`config.mk`:
```
export PLATFORM = sky130hd
export DESIGN_NAME = tlic_top
export DESIGN_NICKNAME = d
export VERILOG_FILES = /design/src/hw/tlic_arbiter.v /design/src/hw/tlic_top.v
export VERILOG_INCLUDE_DIRS = /design/src /design/src/common
export SDC_FILE = /design/constraint.sdc
export NUM_CORES = 1
export LEC_CHECK = 0
export BUFFER_PORTS_ARGS = -buffer_cell sky130_fd_sc_hd__buf_2
export CORE_MARGIN = 4
export CORE_UTILIZATION = 51
export DETAILED_ROUTE_END_ITERATION = 8
export PLACE_DENSITY = 0.87
export SYNTH_ARGS = -nofsm -noshare
export SYNTH_HDL_FRONTEND = slang
export SYNTH_SLANG_ARGS = --single-unit
```
`constraint.sdc`:
```
create_clock -name SYS_CLK -period 2.3 [get_ports SYS_CLK]
set_input_delay 0.23 -clock SYS_CLK [delete_from_list [all_inputs] [get_ports SYS_CLK]]
set_output_delay 0.23 -clock SYS_CLK [all_outputs]
set_load 0.005 [all_outputs]
```
`src/common/tlic_consts.vh`:
```
// register offsets, field positions, vector layout and timing counts for the interrupt controller
`ifndef TLIC_CONSTS_VH
`define TLIC_CONSTS_VH

`define TLIC_OFF_MASK 8'hA8
`define TLIC_OFF_LEVEL 8'hB8
`define TLIC_OFF_XMASK_A 8'hE6
`define TLIC_OFF_XLEVEL_A 8'hF6
`define TLIC_OFF_XMASK_B 8'hE7
`define TLIC_OFF_XLEVEL_B 8'hF7
`define TLIC_OFF_PEND_LO 8'hC0
`define TLIC_OFF_PEND_HI 8'hC1
`define TLIC_OFF_PEND_X 8'hC2
`define TLIC_OFF_STATUS 8'hC3

`define TLIC_MASK_RESET 8'h00
`define TLIC_LEVEL_RESET 8'h00
`define TLIC_GATE_BIT 7
`define TLIC_T2_ORDER 5
`define TLIC_NSRC 17
`define TLIC_SRC_USED 17'h17EFF

`define TLIC_VEC_BASE 16'h0003
`define TLIC_VEC_STEP 4'h8
`define TLIC_DETECT_CYC 1
`define TLIC_CALL_CYC 3'h4

`endif

```
`src/hw/tlic_arbiter.v`:
```
// fixed-order priority encoder picking the lowest-numbered active request
`timescale 1ns/1ps
`default_nettype none
`include "tlic_consts.vh"

module tlic_arbiter (
	// requests by order number
	input wire [16:0] req,
	// result
	output reg hit,
	output reg [4:0] idx
);
	integer i;

	always @* begin
		hit = 1'b0;
		idx = 5'h00;
		// walk down so the smallest order number wins
		for (i = `TLIC_NSRC - 1; i >= 0; i = i - 1) begin
			if (req[i]) begin
				hit = 1'b1;
				idx = i[4:0];
			end
		end
	end
endmodule
`default_nettype wire

```
`src/hw/tlic_top.v`:
```
// two-level interrupt controller: masks, levels, arbitration, vectoring
//
// Added by the designer: the address-and-strobe port.
`timescale 1ns/1ps
`default_nettype none
`include "tlic_consts.vh"

// How it works
// - each source picks low or high level; high may preempt a low routine
// - while a high routine runs, nothing else is vectored
// - all level bits reset to low
// - high level wins, then smallest order number among equals
// - pending requests sampled and decoded every clock
// - best case five clocks: one detect, four to finish the call
// - a program fetch stall lengthens the response by its cycles
// - request pending at return: one more instruction before the call
// - equal or lower request waits for return plus one instruction
// - vectors eight bytes apart from 0x0003 to 0x0083; 8 and 15 unused
// - only pin and basic timer flags self-clear on vectoring
// - every source has a level bit in one of three level registers
// - bit 7 gate overrides every mask; zero blocks all
// - base mask bits 6..0 select sources six down to zero
// - timer 2 requests on either its low or high overflow flag
// - later sources use extended registers a bits 0,2-7 and b bit 1
// - enable register is 8 bits at 0xA8, resets to zero
// - flags set while disabled; request needs gate and mask
// - flag still set after return requests again after next instruction
// - software-set flag vectors like a hardware one
module tlic_top (
	// clock and reset
	input wire SYS_CLK,
	input wire RST_N,
	// register port
	input wire [7:0] REG_ADDR,
	input wire [7:0] REG_WDATA,
	input wire REG_WR,
	input wire REG_RD,
	output reg [7:0] REG_RDATA,
	// source conditions, one-cycle pulses by order number
	input wire [16:0] SRC_EVENT,
	input wire T2_LOW_OVF,
	input wire T2_HIGH_OVF,
	// core sequencer handshake
	input wire INSTR_DONE,
	input wire RETURN_DONE,
	input wire FETCH_STALL,
	// call to the core
	output reg CALL_REQ,
	output reg [15:0] CALL_ADDR,
	output reg CALL_TAKEN,
	output reg [1:0] IN_SERVICE
);
	// ------------------------------------------------------------
	// states
	// ------------------------------------------------------------
	localparam [3:0] ST_IDLE = 4'b0001;
	localparam [3:0] ST_CALL = 4'b0010;
	localparam [3:0] ST_HOLD = 4'b0100;
	localparam [3:0] ST_WAIT = 4'b1000;
	localparam [16:0] AUTO_CLR = 17'h0000F;
	// reserved orders 8 and 15 have no source behind them
	localparam [16:0] SRC_USED = `TLIC_SRC_USED;
	localparam [2:0] CALL_LAST = `TLIC_CALL_CYC - 3'h1;

	reg [7:0] mask_ff;
	reg [6:0] level_ff;
	reg [7:0] xmask_a_ff;
	reg [7:0] xlevel_a_ff;
	reg xmask_b_ff;
	reg xlevel_b_ff;
	reg [16:0] pend_ff;
	reg t2_low_ff;
	reg t2_high_ff;
	reg [1:0] insvc_ff;
	reg [3:0] state_ff;
	reg [2:0] cnt_ff;
	reg [4:0] sel_ff;
	reg sel_high_ff;
	reg hold_ff;

	reg [3:0] nxt_state;
	reg [2:0] nxt_cnt;
	reg [7:0] nxt_rdata;
	reg [1:0] nxt_insvc;

	wire [16:0] mask_vec;
	wire [16:0] lvl_vec;
	wire [16:0] pend_eff;
	wire [16:0] req_vec;
	wire [16:0] req_hi;
	wire [16:0] req_lo;
	wire hit_hi;
	wire hit_lo;
	wire [4:0] idx_hi;
	wire [4:0] idx_lo;
	wire allow_hi;
	wire allow_lo;
	wire take;
	wire [4:0] take_idx;
	wire take_high;

	// ------------------------------------------------------------
	// mask and level maps by order number
	// ------------------------------------------------------------
	assign mask_vec = {xmask_b_ff, 1'b0, xmask_a_ff[7:2], 1'b0, xmask_a_ff[0],
		mask_ff[6:0]};
	assign lvl_vec = {xlevel_b_ff, 1'b0, xlevel_a_ff[7:2], 1'b0, xlevel_a_ff[0],
		level_ff};

	// timer 2 source is the or of its two overflow flags
	assign pend_eff = {pend_ff[16:6], t2_low_ff | t2_high_ff, pend_ff[4:0]};

	// gate overrides all masks; pending stays held meanwhile
	assign req_vec = pend_eff & mask_vec & `TLIC_SRC_USED
		& {`TLIC_NSRC{mask_ff[`TLIC_GATE_BIT]}};
	assign req_hi = req_vec & lvl_vec;
	assign req_lo = req_vec & ~lvl_vec;

	tlic_arbiter u_arb_hi (
		.req(req_hi),
		.hit(hit_hi),
		.idx(idx_hi)
	);

	tlic_arbiter u_arb_lo (
		.req(req_lo),
		.hit(hit_lo),
		.idx(idx_lo)
	);

	// high preempts low; nothing preempts high; equal level waits
	assign allow_hi = hit_hi & ~insvc_ff[1];
	assign allow_lo = hit_lo & ~insvc_ff[1] & ~insvc_ff[0];
	// a return in this very cycle blocks too, so the hold cannot be skipped
	assign take = (state_ff == ST_IDLE) & ~hold_ff & ~RETURN_DONE
		& (allow_hi | allow_lo);
	assign take_high = allow_hi;
	assign take_idx = allow_hi ? idx_hi : idx_lo;

	// ------------------------------------------------------------
	// registers
	// ------------------------------------------------------------
	always @(posedge SYS_CLK or negedge RST_N) begin
		if (!RST_N) begin
			mask_ff <= `TLIC_MASK_RESET;
			level_ff <= 7'h00;
			xmask_a_ff <= 8'h00;
			xlevel_a_ff <= `TLIC_LEVEL_RESET;
			xmask_b_ff <= 1'b0;
			xlevel_b_ff <= 1'b0;
		end else if (REG_WR) begin
			case (REG_ADDR)
				`TLIC_OFF_MASK: mask_ff <= REG_WDATA;
				`TLIC_OFF_LEVEL: level_ff <= REG_WDATA[6:0];
				`TLIC_OFF_XMASK_A: xmask_a_ff <= REG_WDATA;
				`TLIC_OFF_XLEVEL_A: xlevel_a_ff <= REG_WDATA;
				`TLIC_OFF_XMASK_B: xmask_b_ff <= REG_WDATA[1];
				`TLIC_OFF_XLEVEL_B: xlevel_b_ff <= REG_WDATA[1];
				default: begin
				end
			endcase
		end
	end

	// ------------------------------------------------------------
	// pending flags: set wins over clear
	// ------------------------------------------------------------
	genvar g;
	generate
		for (g = 0; g < `TLIC_NSRC; g = g + 1) begin : g_pend
			wire sw_wr;
			wire sw_val;
			wire hw_clr;
			wire src_ok;
			assign sw_wr = REG_WR & (g < 8 ? REG_ADDR == `TLIC_OFF_PEND_LO :
				g < 16 ? REG_ADDR == `TLIC_OFF_PEND_HI : REG_ADDR == `TLIC_OFF_PEND_X);
			assign sw_val = REG_WDATA[g % 8];
			assign src_ok = SRC_USED[g];
			assign hw_clr = AUTO_CLR[g] & take & (take_idx == g);
			always @(posedge SYS_CLK or negedge RST_N) begin
				if (!RST_N) begin
					pend_ff[g] <= 1'b0;
				end else if (SRC_EVENT[g] & src_ok) begin
					pend_ff[g] <= 1'b1;
				end else if (sw_wr) begin
					pend_ff[g] <= sw_val & src_ok;
				end else if (hw_clr) begin
					pend_ff[g] <= 1'b0;
				end
			end
		end
	endgenerate

	// timer 2 overflow flags, software cleared only
	always @(posedge SYS_CLK or negedge RST_N) begin
		if (!RST_N) begin
			t2_low_ff <= 1'b0;
			t2_high_ff <= 1'b0;
		end else begin
			if (T2_LOW_OVF) begin
				t2_low_ff <= 1'b1;
			end else if (REG_WR & (REG_ADDR == `TLIC_OFF_STATUS)) begin
				t2_low_ff <= REG_WDATA[0];
			end
			if (T2_HIGH_OVF) begin
				t2_high_ff <= 1'b1;
			end else if (REG_WR & (REG_ADDR == `TLIC_OFF_STATUS)) begin
				t2_high_ff <= REG_WDATA[1];
			end
		end
	end

	// ------------------------------------------------------------
	// call sequencer
	// ------------------------------------------------------------
	always @* begin
		nxt_state = state_ff;
		nxt_cnt = cnt_ff;
		case (state_ff)
			ST_IDLE: begin
				if (take) begin
					nxt_state = ST_CALL;
					nxt_cnt = 3'h0;
				end
			end
			ST_CALL: begin
				// fetch stall freezes the call count
				if (!FETCH_STALL) begin
					if (cnt_ff == CALL_LAST) begin
						nxt_state = ST_IDLE;
					end else begin
						nxt_cnt = cnt_ff + 3'h1;
					end
				end
			end
			default: begin
				nxt_state = ST_IDLE;
				nxt_cnt = 3'h0;
			end
		endcase
	end

	always @(posedge SYS_CLK or negedge RST_N) begin
		if (!RST_N) begin
			state_ff <= ST_IDLE;
			cnt_ff <= 3'h0;
			sel_ff <= 5'h00;
			sel_high_ff <= 1'b0;
			CALL_REQ <= 1'b0;
			CALL_ADDR <= 16'h0000;
			CALL_TAKEN <= 1'b0;
		end else begin
			state_ff <= nxt_state;
			cnt_ff <= nxt_cnt;
			CALL_TAKEN <= take;
			if (take) begin
				sel_ff <= take_idx;
				sel_high_ff <= take_high;
				CALL_REQ <= 1'b1;
				CALL_ADDR <= `TLIC_VEC_BASE + {8'h00, take_idx, 3'h0};
			end else if (state_ff == ST_CALL && !FETCH_STALL && cnt_ff == CALL_LAST) begin
				CALL_REQ <= 1'b0;
			end
		end
	end

	// ------------------------------------------------------------
	// in-service levels and post-return hold
	// ------------------------------------------------------------
	always @* begin
		nxt_insvc = insvc_ff;
		if (take) begin
			if (take_high) begin
				nxt_insvc[1] = 1'b1;
			end else begin
				nxt_insvc[0] = 1'b1;
			end
		end else if (RETURN_DONE) begin
			// a return pops only the highest level in service
			if (insvc_ff[1]) begin
				nxt_insvc[1] = 1'b0;
			end else begin
				nxt_insvc[0] = 1'b0;
			end
		end
	end

	always @(posedge SYS_CLK or negedge RST_N) begin
		if (!RST_N) begin
			insvc_ff <= 2'b00;
			hold_ff <= 1'b0;
		end else begin
			insvc_ff <= nxt_insvc;
			// one instruction must finish after a return
			if (RETURN_DONE) begin
				hold_ff <= 1'b1;
			end else if (INSTR_DONE) begin
				hold_ff <= 1'b0;
			end
		end
	end

	always @(posedge SYS_CLK or negedge RST_N) begin
		if (!RST_N) begin
			IN_SERVICE <= 2'b00;
		end else begin
			// same next value as the internal bits, so the pin never lags a return
			IN_SERVICE <= nxt_insvc;
		end
	end

	// ------------------------------------------------------------
	// read port
	// ------------------------------------------------------------
	always @* begin
		case (REG_ADDR)
			`TLIC_OFF_MASK: nxt_rdata = mask_ff;
			`TLIC_OFF_LEVEL: nxt_rdata = {1'b1, level_ff};
			`TLIC_OFF_XMASK_A: nxt_rdata = xmask_a_ff;
			`TLIC_OFF_XLEVEL_A: nxt_rdata = xlevel_a_ff;
			`TLIC_OFF_XMASK_B: nxt_rdata = {6'h00, xmask_b_ff, 1'b0};
			`TLIC_OFF_XLEVEL_B: nxt_rdata = {6'h00, xlevel_b_ff, 1'b0};
			`TLIC_OFF_PEND_LO: nxt_rdata = pend_eff[7:0];
			`TLIC_OFF_PEND_HI: nxt_rdata = pend_ff[15:8];
			`TLIC_OFF_PEND_X: nxt_rdata = {7'h00, pend_ff[16]};
			`TLIC_OFF_STATUS: nxt_rdata = {hold_ff, sel_high_ff, insvc_ff, 2'b00, t2_high_ff,
				t2_low_ff};
			default: nxt_rdata = 8'h00;
		endcase
	end

	always @(posedge SYS_CLK or negedge RST_N) begin
		if (!RST_N) begin
			REG_RDATA <= 8'h00;
		end else if (REG_RD) begin
			REG_RDATA <= nxt_rdata;
		end else begin
			REG_RDATA <= 8'h00;
		end
	end
endmodule
`default_nettype wire

```
==> results.py <==
metrics = {
    "status": {
        "status": "complete, but fails checks",
        "violations": "setup timing",
    },
    "min_path": {
        "min_path_type": "in2reg",
    },
    "setup_path": {
        "crit_path_start": "mask_ff[7]$_DFFE_PN0P_",
        "reg2reg_slack_ps": -90,
        "crit_type": "reg2reg",
        "r2r-start": "mask_ff[7]$_DFFE_PN0P_",
        "rr_endpoint": "pend_eff[1]$_DFFE_PN0P_",
        "endpoint_kind": "register",
        "startpoint_type": "register",
        "required_ps": 2540,
        "endpoint": "pend_eff[1]$_DFFE_PN0P_",
        "r2r_cells": 8,
        "crit_fanout": 17,
        "arrival_ps": 2630,
    },
    "clocking": {
        "cts_tree": "yes",
        "cts_buffers": 9,
        "insertion_delay_ps": 360,
        "cts_num_sinks": 74,
        "clk_pin_slew_ps": 80,
        "h-tree-depth": 3,
        "clockRootBuffer": "clkbuf_8",
        "cts_buffer_depth": 2,
    },
    "global_routing": {
        "grt.total_usage_pct": 25.65,
        "grt_pass1_vias": 3845,
        "grt_pass1_wl_mm": 19.67,
        "grt_max_degree": 75,
        "antenna_found_initial": 0,
        "grt.overflow.total": 0,
    },
    "timing": {
        "worstMarginPinSlew_ps": 698.0,
        "max_freq_ghz": 0.4189,
        "relSlewSlack_pct": 53.15,
        "final.min_clock_period_ps": 2387,
        "fin_crit_sh_pct": 103.8,
        "fin_ws_ps": -87.22,
        "setup-violations-final": 3,
        "clock_skew_ps": 12.43,
        "maxSlewViolCount": 0,
        "hold_viol": 0,
        "rsz0062_at_grt": "yes",
    },
    "die": {
        "dieArea_mm2": 0.009816,
        "fp.dieH_um": 99.08,
        "row_count": 32,
        "initial_core_util_pct": 53.63,
        "io_pins": 70,
        "core_mm2": 0.007888,
        "fp.dieW_um": 99.08,
    },
    "route": {
        "drc": 0,
        "wl_per_cell_um": 19.88,
        "first_pass_iters": 5,
        "final_antenna_net_count": 0,
        "drt-initial-drc-count": 273,
        "routed_wirelength_mm": 12.49,
        "num_vias": 3893,
        "avgViaCountPerCell": 6.199,
    },
    "place": {
        "dpl.cell_count": 603,
        "port_buffers": 57,
        "dp_hpwl_mm": 9.076,
        "place_congestion": 1.011,
    },
    "logic_synthesis": {
        "synth_enable_flop_cells": 0,
        "ys_async_sr_fraction_pct": 100.0,
        "postSynthCellCount": 404,
        "synth_top_flop_cell": "dfrtp_1",
        "synth_top_cell_by_area": "dfrtp_1",
        "ys_seq_area_share_pct": 43.80,
        "syn_area_mm2": 0.004230,
        "synth_seq_cells": 74,
        "avgSynthCellArea_um2": 10.47,
        "synth_area_leaders": "dfrtp_1 43%, mux2_2 8.5%, nand2_1 2.8%",
        "ys_warn_count": 0,
        "netlist.area_leader.share_pct": 43.18,
        "synth_cell_types": 72,
    },
    "cells_and_area": {
        "area_delta_synth_final_pct": 27.54,
        "layout_common_cells": "72 x dfrtp_1, 57 x buf_2, 56 x buf_4",
        "final_net_count": 565,
        "antenna_cells": 0,
        "drive_gt1_share_pct": 39.35,
        "fin_cells": 628,
        "mostFrequentLayoutCell": "dfrtp_1",
    },
    "power_and_ir_drop": {
        "p_leak_nw": 2.502,
        "power_mw": 2.737,
        "irDropWorstVdd_mv": 0.3087,
        "power_density_mw_per_mm2": 507.3,
    },
    "flow_run": {
        "cap_viol_max_count": 0,
    },
}
==> per-stage QoR <==
stage	hold slack [ps]	util, %	area (um2)	setup TNS [ps]	worst slack [ps]
floorplan	-65.59	-	4260	0	36.89
global placement	280.6	62.74	4949	-141.3	-64.13
detailed placement	291.9	62.74	4949	-679.2	-149.3
CTS	39.23	66.83	5271	-8.618	-8.618
global route	53.51	68.40	5395	-657.6	-161.6
finish	50.53	68.40	5395	-169.8	-87.22
==> layer usage <==
metal	track usage, %	routed length (um)	part of all wire, %	vias up
met5	0	0	0	-
met1	33.89	5175	41	1921
met3	5.379	912	7.3	27
met2	41.37	6097	49	177
met4	9.874	301	2.4	0
li1	-	-	-	1768
==> synth_stat cells (5+ instances only) <==
| master | count |
|---|---|
| and4b_1 | 5 |
| buf_4 | 10 |
| a211o_1 | 8 |
| and3_1 | 11 |
| a21oi_1 | 21 |
| dfrtp_1 | 73 |
| nand4_1 | 12 |
| nand2_1 | 31 |
| nand4_2 | 5 |
| nor2_1 | 29 |
| a31oi_1 | 6 |
| o31ai_1 | 5 |
| o21ai_0 | 14 |
| and2_1 | 6 |
| mux2_2 | 32 |
| nand3_1 | 12 |
| inv_1 | 9 |
| nand4b_1 | 7 |
| mux2i_1 | 11 |
==> sequential cells by signal (all words and copies together), names as in the netlist, 2 cells and up <==
| name | count |
|---|---|
| xlevel_a_ff | 8 |
| CALL_ADDR | 6 |
| state_ff | 2 |
| pend_eff | 14 |
| level_ff | 7 |
| xmask_a_ff | 8 |
| mask_ff | 8 |
| REG_RDATA | 8 |
| IN_SERVICE | 2 |
| cnt_ff | 3 |
==> logic make-up after synthesis <==
group	count (synthesis)	synth area share, %
buf+inv	30	4.199
simple gates	158	23.63
compound gates	95	16.03
other cells	1	0.08865
flops	74	43.80
fa+ha+maj	2	0.5914
mux	44	11.65
==> report_power, final <==
part,internal [mW],switching (mW),total [mW]
clock network,0.564,0.498,1.06
logic,0.123,0.146,0.269
registers,1.35,0.0560,1.41
total,2.04,0.700,2.74
==> critical path, cell delays in order (launching register included) <==
cell and delay (ps):
dfrtp_2 460, buf_12 170, nand4_1 130, and3_2 260
and2_4 180, a21oi_2 80, or4_4 570, a2111oi_4 300
o21ai_1 100
==> cell type report <==
cell class                      count  area [um2]
Fill cell                         582        2492
Multi-Input combinational cell    308        2381
Sequential cell                    74        1854
Timing Repair Buffer              118       778.2
Clock buffer                       11       151.4
Tap cell                          102       127.6
Clock inverter                      5       60.06
Inverter                           10       42.54
==> what timing repair did <==
item / 4_1_cts / 5_1_grt
pin swaps: 6 / 2
resized for setup: 14 / 17
setup buffers: 3 / 5
endpoints found under the hold margin: 73 / 0
endpoints found under the setup margin: 10 / 11
hold buffers: 1 / 0
==> worst min path at each step <==
stage,startpoint,endpoint,slack [ps],cells after the start
detailed placement,RST_N,pend_eff[11]$_DFFE_PN0P_,290,2
CTS,SRC_EVENT[9],pend_eff[9]$_DFFE_PN0P_,40,2
global route,SRC_EVENT[12],pend_eff[12]$_DFFE_PN0P_,50,2
global placement,RST_N,pend_eff[10]$_DFFE_PN0P_,280,2
finish,SRC_EVENT[9],pend_eff[9]$_DFFE_PN0P_,50,2
floorplan,RST_N,CALL_ADDR[1]$_DFFE_PN0P_,-70,0
(Power assumes the default switching activity.)
